$ cat src/rtl/tsn_defs.vh
// Constants for the TDM network mode serial port
`ifndef TSN_DEFS_VH
`define TSN_DEFS_VH

// Register addresses (4-bit address port)
`define TSN_ADDR_CTRL      4'h0
`define TSN_ADDR_STATUS    4'h1
`define TSN_ADDR_TX_DATA   4'h2
`define TSN_ADDR_TX_SLOT   4'h3
`define TSN_ADDR_RX_DATA   4'h4
`define TSN_ADDR_FRAME     4'h5

// Control register fields
`define TSN_CTRL_PORT_EN   0
`define TSN_CTRL_TX_EN     1
`define TSN_CTRL_RX_EN     2
`define TSN_CTRL_SHARED    3
`define TSN_CTRL_TX_IE     4
`define TSN_CTRL_RX_IE     5
`define TSN_CTRL_RESET     8'h00

// Status register fields
`define TSN_ST_TX_EMPTY    0
`define TSN_ST_TX_UNDER    1
`define TSN_ST_RX_READY    2
`define TSN_ST_RX_OVER     3
`define TSN_ST_TX_FRAME    4
`define TSN_ST_RX_FRAME    5

// Word length in bits and slots in a frame
`define TSN_WORD_BITS      8
`define TSN_BIT_CNT_W      3
`define TSN_SLOTS_RESET    8'h05

`endif

$ cat src/rtl/tsn_port.v
// TDM network mode synchronous serial port, transmit and receive halves
//
// Overview of operation
// - Clearing tx_enable tri-states the transmit data pin at once, mid-word.
// - Setting tx_enable again resumes transmission at the next frame sync.
// - While tx_enable is zero the transmit data pin is not driven.
// - A transmit interrupt request is raised for every time slot.
// - Data write sends next slot; slot register write tri-states next slot.
// - No write in a slot: underrun flagged, previous word resent.
// - Receiver runs with port and rx enable, starting at a frame boundary.
// - Receiver captures every slot; software discards unwanted slots.
// - Receive frame timing starts at the rising edge of frame sync.
// - Receive data sampled on falling bit clock edge into shift register.
// - At each word boundary the shift register is copied to rx data.
// - Receive ready flag sets at every word boundary.
// - Ready raises rx interrupt when enabled; reading rx data clears it.
// - Unread rx data at end of slot raises receive overrun.
// - Shared clocking select makes receiver use transmit clock and sync.
// - Separate receive and transmit interrupt requests are provided.
// - Synchronous rx interrupt comes half a bit before tx data use.
// - Empty flag sets at each word start, cleared by either tx write.
// - Active slots shift one bit per rising tx clock; inactive tri-state.
`include "tsn_defs.vh"
`timescale 1ns/100ps
`default_nettype none

module tsn_port (
    input  wire       i_ref_clk,
    input  wire       i_rst,
    input  wire       i_clk_en,
    input  wire [3:0] i_addr,
    input  wire [7:0] i_wdata,
    input  wire       i_wr,
    input  wire       i_rd,
    output reg  [7:0] o_rdata,
    input  wire       i_tx_bit_clock,
    input  wire       i_tx_frame_sync,
    input  wire       i_rx_bit_clock,
    input  wire       i_rx_frame_sync,
    input  wire       i_rx_data_pin,
    output reg        o_tx_data_pin,
    output reg        o_tx_data_oe,
    output reg        o_tx_irq,
    output reg        o_rx_irq
);

    // ****************************************************************
    // Pin synchronisers: three stages, change counts when 2 and 3 agree
    // ****************************************************************
    reg [2:0] tck_sync_reg;
    reg [2:0] tfs_sync_reg;
    reg [2:0] rck_sync_reg;
    reg [2:0] rfs_sync_reg;
    reg [2:0] rxd_sync_reg;
    reg       tck_reg;
    reg       tfs_reg;
    reg       rck_reg;
    reg       rfs_reg;
    reg       rxd_reg;

    always @(posedge i_ref_clk or posedge i_rst) begin
        if (i_rst) begin
            tck_sync_reg <= 3'h0;
            tfs_sync_reg <= 3'h0;
            rck_sync_reg <= 3'h0;
            rfs_sync_reg <= 3'h0;
            rxd_sync_reg <= 3'h0;
            tck_reg      <= 1'b0;
            tfs_reg      <= 1'b0;
            rck_reg      <= 1'b0;
            rfs_reg      <= 1'b0;
            rxd_reg      <= 1'b0;
        end else if (i_clk_en) begin
            tck_sync_reg <= {tck_sync_reg[1:0], i_tx_bit_clock};
            tfs_sync_reg <= {tfs_sync_reg[1:0], i_tx_frame_sync};
            rck_sync_reg <= {rck_sync_reg[1:0], i_rx_bit_clock};
            rfs_sync_reg <= {rfs_sync_reg[1:0], i_rx_frame_sync};
            rxd_sync_reg <= {rxd_sync_reg[1:0], i_rx_data_pin};
            if (tck_sync_reg[1] == tck_sync_reg[2])
                tck_reg <= tck_sync_reg[2];
            if (tfs_sync_reg[1] == tfs_sync_reg[2])
                tfs_reg <= tfs_sync_reg[2];
            if (rck_sync_reg[1] == rck_sync_reg[2])
                rck_reg <= rck_sync_reg[2];
            if (rfs_sync_reg[1] == rfs_sync_reg[2])
                rfs_reg <= rfs_sync_reg[2];
            if (rxd_sync_reg[1] == rxd_sync_reg[2])
                rxd_reg <= rxd_sync_reg[2];
        end
    end

    // ****************************************************************
    // Edge detection and clock selection
    // ****************************************************************
    reg  [7:0] ctrl_reg;
    reg        tck_q_reg;
    reg        tfs_q_reg;
    reg        rck_q_reg;
    reg        rfs_q_reg;

    wire port_en   = ctrl_reg[`TSN_CTRL_PORT_EN];
    wire tx_enable = ctrl_reg[`TSN_CTRL_TX_EN];
    wire rx_enable = ctrl_reg[`TSN_CTRL_RX_EN];
    wire shared    = ctrl_reg[`TSN_CTRL_SHARED];

    wire tck_rise  = tck_reg & ~tck_q_reg;
    wire tfs_rise  = tfs_reg & ~tfs_q_reg;
    // Receiver follows the transmitter's clock and sync when shared
    wire rck_now   = shared ? tck_reg : rck_reg;
    wire rck_prev  = shared ? tck_q_reg : rck_q_reg;
    wire rfs_now   = shared ? tfs_reg : rfs_reg;
    wire rfs_prev  = shared ? tfs_q_reg : rfs_q_reg;
    wire rck_fall  = ~rck_now & rck_prev;
    wire rfs_rise  = rfs_now & ~rfs_prev;

    always @(posedge i_ref_clk or posedge i_rst) begin
        if (i_rst) begin
            tck_q_reg <= 1'b0;
            tfs_q_reg <= 1'b0;
            rck_q_reg <= 1'b0;
            rfs_q_reg <= 1'b0;
        end else if (i_clk_en) begin
            tck_q_reg <= tck_reg;
            tfs_q_reg <= tfs_reg;
            rck_q_reg <= rck_reg;
            rfs_q_reg <= rfs_reg;
        end
    end

    // ****************************************************************
    // Transmitter
    // ****************************************************************
    reg  [7:0] tx_data_reg;
    reg  [7:0] tx_shift_reg;
    reg  [2:0] tx_bit_reg;
    reg        tx_run_reg;
    reg        tx_active_reg;
    reg        tx_wrote_data_reg;
    reg        tx_wrote_slot_reg;
    reg        tx_empty_flag;
    reg        tx_underrun_flag;
    reg        tx_frame_start_flag;

    wire wr_ctrl  = i_wr & (i_addr == `TSN_ADDR_CTRL);
    wire wr_stat  = i_wr & (i_addr == `TSN_ADDR_STATUS);
    wire wr_txd   = i_wr & (i_addr == `TSN_ADDR_TX_DATA);
    wire wr_slot  = i_wr & (i_addr == `TSN_ADDR_TX_SLOT);
    wire rd_rxd   = i_rd & (i_addr == `TSN_ADDR_RX_DATA);
    // Word boundary: frame sync rise, or bit counter wrapping mid-frame
    wire tx_last  = (tx_bit_reg == 3'h7);
    wire tx_word  = tck_rise & (tfs_rise | (tx_run_reg & tx_last));

    always @(posedge i_ref_clk or posedge i_rst) begin
        if (i_rst) begin
            tx_data_reg         <= 8'h00;
            tx_shift_reg        <= 8'h00;
            tx_bit_reg          <= 3'h0;
            tx_run_reg          <= 1'b0;
            tx_active_reg       <= 1'b0;
            tx_wrote_data_reg   <= 1'b0;
            tx_wrote_slot_reg   <= 1'b0;
            tx_empty_flag       <= 1'b0;
            tx_underrun_flag    <= 1'b0;
            tx_frame_start_flag <= 1'b0;
            o_tx_data_pin       <= 1'b0;
            o_tx_data_oe        <= 1'b0;
            o_tx_irq            <= 1'b0;
        end else if (i_clk_en) begin
            if (wr_txd)
                tx_data_reg <= i_wdata;
            if (wr_txd)
                tx_wrote_data_reg <= 1'b1;
            if (wr_slot)
                tx_wrote_slot_reg <= 1'b1;
            if (wr_txd | wr_slot)
                tx_empty_flag <= 1'b0;
            if (wr_stat & i_wdata[`TSN_ST_TX_UNDER])
                tx_underrun_flag <= 1'b0;
            if (wr_stat & i_wdata[`TSN_ST_TX_FRAME])
                tx_frame_start_flag <= 1'b0;
            if (tck_rise & tfs_rise)
                tx_frame_start_flag <= 1'b1;
            if (tck_rise) begin
                tx_bit_reg <= tx_word ? 3'h0 : tx_bit_reg + 3'h1;
                if (!tx_word)
                    tx_shift_reg <= {tx_shift_reg[6:0], 1'b0};
            end
            if (tx_word) begin
                tx_run_reg <= 1'b1;
                tx_wrote_data_reg <= 1'b0;
                tx_wrote_slot_reg <= 1'b0;
                // Disable clears tx_active_reg only here; the pin enable drops at once
                if (port_en & tx_enable & (tx_run_reg | tfs_rise)) begin
                    tx_empty_flag <= 1'b1;
                    if (tx_wrote_slot_reg) begin
                        tx_active_reg <= 1'b0;
                    end else begin
                        // Missing write reuses old data on a driven slot
                        if (!tx_wrote_data_reg)
                            tx_underrun_flag <= 1'b1;
                        tx_active_reg <= 1'b1;
                        tx_shift_reg  <= tx_data_reg;
                    end
                end else begin
                    tx_active_reg <= 1'b0;
                end
            end
            if (!(port_en & tx_enable) & !tx_active_reg)
                tx_run_reg <= 1'b0;
            o_tx_data_pin <= tx_shift_reg[7];
            o_tx_data_oe  <= tx_active_reg & tx_enable;
            o_tx_irq      <= tx_empty_flag & ctrl_reg[`TSN_CTRL_TX_IE];
        end
    end

    // ****************************************************************
    // Receiver
    // ****************************************************************
    reg  [7:0] rx_shift_reg;
    reg  [7:0] rx_data_reg;
    reg  [2:0] rx_bit_reg;
    reg        rx_run_reg;
    reg        rx_ready_flag;
    reg        rx_overrun_flag;
    reg        rx_frame_start_flag;

    wire rx_on   = port_en & rx_enable;
    wire rx_last = (rx_bit_reg == 3'h7);

    always @(posedge i_ref_clk or posedge i_rst) begin
        if (i_rst) begin
            rx_shift_reg        <= 8'h00;
            rx_data_reg         <= 8'h00;
            rx_bit_reg          <= 3'h0;
            rx_run_reg          <= 1'b0;
            rx_ready_flag       <= 1'b0;
            rx_overrun_flag     <= 1'b0;
            rx_frame_start_flag <= 1'b0;
            o_rx_irq            <= 1'b0;
        end else if (i_clk_en) begin
            if (rd_rxd)
                rx_ready_flag <= 1'b0;
            if (wr_stat & i_wdata[`TSN_ST_RX_OVER])
                rx_overrun_flag <= 1'b0;
            if (wr_stat & i_wdata[`TSN_ST_RX_FRAME])
                rx_frame_start_flag <= 1'b0;
            if (rfs_rise)
                rx_frame_start_flag <= 1'b1;
            if (!rx_on) begin
                rx_run_reg <= 1'b0;
            end else if (rfs_rise) begin
                rx_run_reg <= 1'b1;
                rx_bit_reg <= 3'h0;
            end
            // Every slot is captured; software picks the wanted ones
            if (rck_fall & rx_run_reg & rx_on) begin
                rx_shift_reg <= {rx_shift_reg[6:0], rxd_reg};
                rx_bit_reg   <= rx_bit_reg + 3'h1;
                if (rx_last) begin
                    rx_data_reg   <= {rx_shift_reg[6:0], rxd_reg};
                    rx_ready_flag <= 1'b1;
                    // Falling-edge transfer leads tx use by half a bit
                    if (rx_ready_flag & !rd_rxd)
                        rx_overrun_flag <= 1'b1;
                end
            end
            o_rx_irq <= rx_ready_flag & ctrl_reg[`TSN_CTRL_RX_IE];
        end
    end

    // ****************************************************************
    // Register port
    // ****************************************************************
    always @(posedge i_ref_clk or posedge i_rst) begin
        if (i_rst) begin
            ctrl_reg <= `TSN_CTRL_RESET;
            o_rdata  <= 8'h00;
        end else if (i_clk_en) begin
            if (wr_ctrl)
                ctrl_reg <= i_wdata;
            o_rdata <= 8'h00;
            if (i_rd) begin
                case (i_addr)
                    `TSN_ADDR_CTRL:    o_rdata <= ctrl_reg;
                    `TSN_ADDR_STATUS:  o_rdata <= {2'h0,
                        rx_frame_start_flag, tx_frame_start_flag,
                        rx_overrun_flag, rx_ready_flag,
                        tx_underrun_flag, tx_empty_flag};
                    `TSN_ADDR_TX_DATA: o_rdata <= tx_data_reg;
                    `TSN_ADDR_RX_DATA: o_rdata <= rx_data_reg;
                    `TSN_ADDR_FRAME:   o_rdata <= {5'h00, rx_bit_reg};
                    default:           o_rdata <= 8'h00;
                endcase
            end
        end
    end

endmodule // tsn_port

`default_nettype wire

$ cat config.mk
export PLATFORM = sky130hd
export DESIGN_NAME = tsn_port
export DESIGN_NICKNAME = d
export VERILOG_FILES = /design/src/rtl/tsn_port.v
export VERILOG_INCLUDE_DIRS = /design/src /design/src/rtl
export SDC_FILE = /design/constraint.sdc
export NUM_CORES = 1
export LEC_CHECK = 0
export ABC_AREA = 1
export BUFFER_PORTS_ARGS = -buffer_cell sky130_fd_sc_hd__buf_4
export CORE_MARGIN = 5
export CORE_UTILIZATION = 45
export CTS_CLUSTER_DIAMETER = 150
export DETAILED_ROUTE_END_ITERATION = 8
export PLACE_DENSITY = 0.62
export SYNTH_ARGS = -nofsm -noshare
export SYNTH_HDL_FRONTEND = slang
export SYNTH_SLANG_ARGS = --single-unit
$ cat constraint.sdc
create_clock -name i_ref_clk -period 5.2 [get_ports i_ref_clk]
set_input_delay 1.04 -clock i_ref_clk [delete_from_list [all_inputs] [get_ports i_ref_clk]]
set_output_delay 1.04 -clock i_ref_clk [all_outputs]
set_load 0.05 [all_outputs]
==> flow_metrics.tcl, run 1 <==
set metrics [dict create \
    synth_cells 500 \
    io_pins 34 \
    vdd_drop_max_mv 0.222 \
    cp.arrival_ns 2.74 \
    setup_viol_count_final 0 \
    path_delay_family "buffers and inverters" \
    path_class "input pin to flop" \
    swShare_pct 28.4 \
    ant_nets 0 \
    dr.pass1.iters 5 \
    cts_setup_buffers 0 \
    clockBufferDepth 2 \
    netlist_area_um2 4190 \
    clk_pin_slew_ns 0.09 \
    ctsResizeCount 0 \
    drc_errors 0 \
    track_usage_pct 16.1 \
    avgRoutedWirePerCell_um 13.4 \
    hold_viol_final 0 \
    nets 559 \
    yosysWarningCount 0 \
    power.internal_w 0.00119 \
    utilization_pct 51.6 \
    crit_buf_inv 2 \
    grt_max_degree 60 \
    cpMostUsedCell "o21ai_0" \
    grt_pass1_wl_um 14300 \
    synth_top_family_by_area "simple AND/OR/NAND/NOR gates" \
    required_ns 5.42 \
    clock-sinks 92 \
    grt-busiest-layer "met2" \
    synth_edf_count 0 \
    dieArea_um2 11300 \
    relSlewSlack_pct 31.4 \
    gp_congestion 0.885 \
    synth_mux_area_share_pct 0 \
    fmax_mhz 397 \
    cts-buffers-inserted 9 \
    clk_latency_ns 0.35 \
    holdWs_ns 0.451 \
    yosys-top-cells-area "dfrtp_1 55%, nand2_1 16%, nand3_1 4.8%" \
    synth_common_cells "174 x nand2_1, 92 x dfrtp_1, 45 x inv_1, 40 x nand3_1, 35 x nor2_1" \
    period_minus_slack_ns 2.52 \
    worstSetupStartpointType "input pin" \
    num_vias 3199 \
    hold_path.class "flop to flop" \
    finalCritPeriodShare_pct 48.5 \
    cts_tree "done" \
    h-tree-depth 3 \
    syn2layout_area_growth_pct 12.5 \
    coreArea_um2 9150 \
    ctsHoldBuffers 0 \
    yosysTopAreaCell "dfrtp_1" \
    grt.met1_usage_pct 23.6 \
    yosysMostFrequentCell "nand2_1" \
    p_leak_nw 2.48 \
    clockPowerShare_pct 30.5 \
    cp-end-kind "flop" \
    synth_seq_cells 92 \
    p_switching_w 0.000473 \
    diodes 0 \
    cts_root_buf "clkbuf_8" \
    synth-simple-area-share_pct 29.0 \
    portBuffers 33 \
    vias_per_cell 4.94 \
    synth-main-ff-cell "dfrtp_1" \
    synthXorXnorAreaFrac_pct 0 \
    start_util_pct 45.8 \
    met3_usage_pct 2.61 \
    tightestPinTransition_ns 1.03 \
    post-dp-hpwl_um 6280 \
    overflow 0 \
    synth_fa_ha_area_share_pct 1.19 \
    synth-seq-area-share_pct 54.9 \
    syn_area_per_cell_um2 8.39 \
    grtUsageMet2_pct 23.7 \
    fin_tns_setup_ns 0 \
    synth_compound_area_share_pct 8.53 \
    drtIter0Drc 184 \
    finalPower_w 0.00166 \
    pwr-share-seq_pct 53.9 \
    slew_violations 0 \
    rows 35 \
    first_global_vias 2941 \
    wl_um 8710 \
    power.density_nw_per_um2 353 \
    crit_path_cell_trace "buf_4, clkinv_1, o21ai_0, o21ai_0" \
    die_w_um 107 \
    ys_types 30 \
    path_max_fanout 35 \
    synth_top_area_share_pct 54.9 \
    synth_nets 526 \
    combPwrFrac_pct 15.6 \
    die_h_um 107 \
    max_stage_delay_ns 0.82 \
    maxCapViolCount 0 \
    status "finished, final reports clean" \
    rsz0062_at_grt "no" \
    antenna_found_initial 0 \
    synthArstFlopShare_pct 100 \
    drive_gt1_share_pct 15.6 \
    cp_slowest_cell "clkinv_1" \
    clock_skew_ns 0.0130 \
]
-- kinds of logic after synthesis --
group / after synthesis
simple gates: 280
buf+inv: 63
fa+ha+maj: 4
compound gates: 61
flops: 92
-- area by class of cell --
type,count,area (µm²)
fillers,878,4430
inverters,51,193
clock buffers,10,128
multi-input cells,345,1620
flip-flops and latches,92,2300
clock inverters,5,77.6
repair buffers,34,255
well taps,111,139
-- worst paths after layout --
kind / end / start / slack (ns) / cells after the start
max: rfs_reg / i_clk_en / 2.68 / 4
min: tx_underrun_flag / tx_wrote_data_reg / 0.45 / 1
max reg2reg: rx_data_reg[2] / ctrl_reg[0] / 3.46 / 6
min reg2reg: tx_underrun_flag / tx_wrote_data_reg / 0.45 / 1
max in group asynchronous: rx_data_reg[0] / i_rst / 3.31 / 3
min in group asynchronous: rck_sync_reg[0] / i_rst / 0.90 / 2
-- layer usage --
metal | vias up | part of all wire (%)
met2 | 57 | 44
met1 | 1490 | 50
met4 | 0 | 2.2
met3 | 15 | 3.7
li1 | 1637 | -
met5 | - | 0
-- metrics by stage --
stage               instance area, µm²  instances  setup slack, ns
detailed placement                4510        633             2.33
finish                            4720        648             2.68
floorplan                         4190        500             1.77
CTS                               4720        648             2.71
global placement                  4510        633             2.40
global route                      4720        648             2.48
-- cells in the final DEF (no fill, tap or decap), types with 2 or more instances in the layout --
cell type and count:
a22o_1 2, buf_4 34, bufinv_16 2, clkbuf_8 9, clkinv_2 3, dfrtp_1 92, ha_1 4, inv_1 44
inv_2 5, nand2_1 174, nand2_2 10, nand3_1 40, nand4_1 2, nor2_1 35, nor2_2 7, nor2_4 3
o21ai_0 29, o21ai_1 19, o21ai_2 6, or2_1 6
-- power groups by stage --
stage | combinational [W] | sequential [W] | clock (W)
floorplan | 0.000179 | 0.000910 | 0
global placement | 0.000256 | 0.000908 | 0
detailed placement | 0.000264 | 0.000911 | 0
CTS | 0.000265 | 0.000897 | 0.000524
global route | 0.000300 | 0.000911 | 0.000551
finish | 0.000260 | 0.000897 | 0.000508
No activity file was read; power rests on OpenSTA's default activity.
==> inputs of run 2 (changes only) <==
clock period = 2.4 ns   (was 5.2 ns; I/O delays follow)
==> run 2 against run 1 <==
Against the previous run: wire length up 4.9%; clock power up 110%; worst hold slack worse by 0.25 ns; clock skew up 0.0032 ns; non-clock buffer count up 5; critical endpoint is now rx_bit_reg[1]; first-iteration DRC count down 28%; combinational power up 120%; utilization up 0.67 points.
==> flow_metrics.tcl, run 2 (same netlist as run 1, synthesis figures left out) <==
set metrics [dict create \
    fmax_mhz 564 \
    rows 35 \
    finalPower_w 0.00361 \
    dr.pass1.iters 4 \
    num_vias 3267 \
    required_ns 2.65 \
    diodes 0 \
    avgRoutedWirePerCell_um 14.0 \
    cts-buffers-inserted 9 \
    setup_viol_count_final 0 \
    hold_viol_final 0 \
    layout_common_cells "174 x nand2_1, 92 x dfrtp_1, 44 x inv_1, 40 x nand3_1, 37 x buf_4" \
    worstSetupStartpointType "flop" \
    syn2layout_area_growth_pct 14.0 \
    cp.arrival_ns 2.03 \
    crit_buf_inv 0 \
    path_class "flop to flop" \
    status "finished, final reports clean" \
    clockBufferDepth 2 \
    grt_max_degree 35 \
    vias_per_cell 5.00 \
    coreArea_um2 9150 \
    layout_commonest_cell "nand2_1" \
    clk_latency_ns 0.37 \
    overflow 0 \
    cts_setup_buffers 0 \
    io_pins 34 \
    relSlewSlack_pct 55.8 \
    die_w_um 107 \
    cp_slowest_cell "dfrtp_1" \
    portBuffers 33 \
    grt_pass1_wl_um 15400 \
    start_util_pct 45.8 \
    drive_gt1_share_pct 16.6 \
    slew_violations 0 \
    dieArea_um2 11300 \
    path_delay_family "simple AND/OR/NAND/NOR gates" \
    h-tree-depth 3 \
    p_leak_nw 2.51 \
    path_max_fanout 12 \
    first_global_vias 3079 \
    clock-sinks 92 \
    cpMostUsedCell "nand2_1" \
    post-dp-hpwl_um 6840 \
    clock_skew_ns 0.0162 \
    cts_tree "done" \
    cp-end-kind "flop" \
    cts_root_buf "clkbuf_8" \
    drc_errors 0 \
    crit_path_cell_trace "nand2_1, nor2_1, nand3_1, nand2_1, nand2_1, nand2_1, nand2_1" \
    drtIter0Drc 132 \
    clk_pin_slew_ns 0.10 \
    gp_congestion 0.877 \
    hold_path.class "input pin to async pin" \
    maxCapViolCount 0 \
    rsz0062_at_grt "no" \
    tightestPinTransition_ns 0.662 \
    ctsResizeCount 0 \
    ant_nets 0 \
    finalCritPeriodShare_pct 73.9 \
    max_stage_delay_ns 0.46 \
    fin_ws_ns 0.626 \
    track_usage_pct 17.3 \
    period_minus_slack_ns 1.77 \
    wl_um 9140 \
    place_ws_ns 0.633 \
    antenna_found_initial 0 \
    die_h_um 107 \
    power.density_nw_per_um2 754 \
    nets 564 \
    ctsHoldBuffers 0 \
    vdd_drop_max_mv 0.389 \
    fin_tns_setup_ns 0 \
]
run 2: cell types whose count changed in the layout (fill, tap and decap cells not counted):
cell	change
clkinv_2	-2
buf_4	+3
clkinv_4	+1
clkinvlp_4	+1
bufinv_16	-1
clkbuf_8	+1
inv_6	+1
buf_12	+2
run 2: through the flow:
step	hold WS [ns]	cell area, µm²	util [%]	std cells
after floorplan	0.418	4200	-	500
after CTS	0.212	4780	52.2	654
after global placement	0.430	4580	50.0	638
after detailed placement	0.428	4580	50.0	638
final	0.203	4780	52.2	654
after global routing	0.251	4780	52.2	654
run 2: final cells by class:
cell class / instances / area (µm²)
Clock buffer: 11 / 141
Clock inverter: 5 / 60.1
Fill cell: 880 / 4370
Inverter: 51 / 195
Multi-Input combinational cell: 345 / 1620
Sequential cell: 92 / 2300
Tap cell: 111 / 139
Timing Repair Buffer: 39 / 318
run 2: per-layer routing:
| metal | vias up | part of all wire, % | global-route usage (%) |
|---|---|---|---|
| met1 | 1540 | 49 | 25.2 |
| met3 | 18 | 4.7 | 2.91 |
| met4 | 0 | 2.6 | 8.22 |
| li1 | 1646 | - | - |
| met5 | - | 0 | 0 |
| met2 | 63 | 44 | 25.0 |
run 2: final timing paths:
path                       slack (ns)                  end  cells after the start         startpoint
max                              0.63        rx_bit_reg[1]                      7        ctrl_reg[0]
min                              0.20  rx_frame_start_flag                      2              i_rst
max reg2reg                      0.63        rx_bit_reg[1]                      7        ctrl_reg[0]
min reg2reg                      0.43     tx_underrun_flag                      1  tx_wrote_data_reg
max in group asynchronous        1.62        rx_bit_reg[1]                      3              i_rst
min in group i_ref_clk           0.31      tfs_sync_reg[0]                      3    i_tx_frame_sync
run 2: where the power goes:
part | switching (W) | internal, W
clock | 0.000555 | 0.000514
sequential | 0.000160 | 0.00179
combinational | 0.000364 | 0.000218
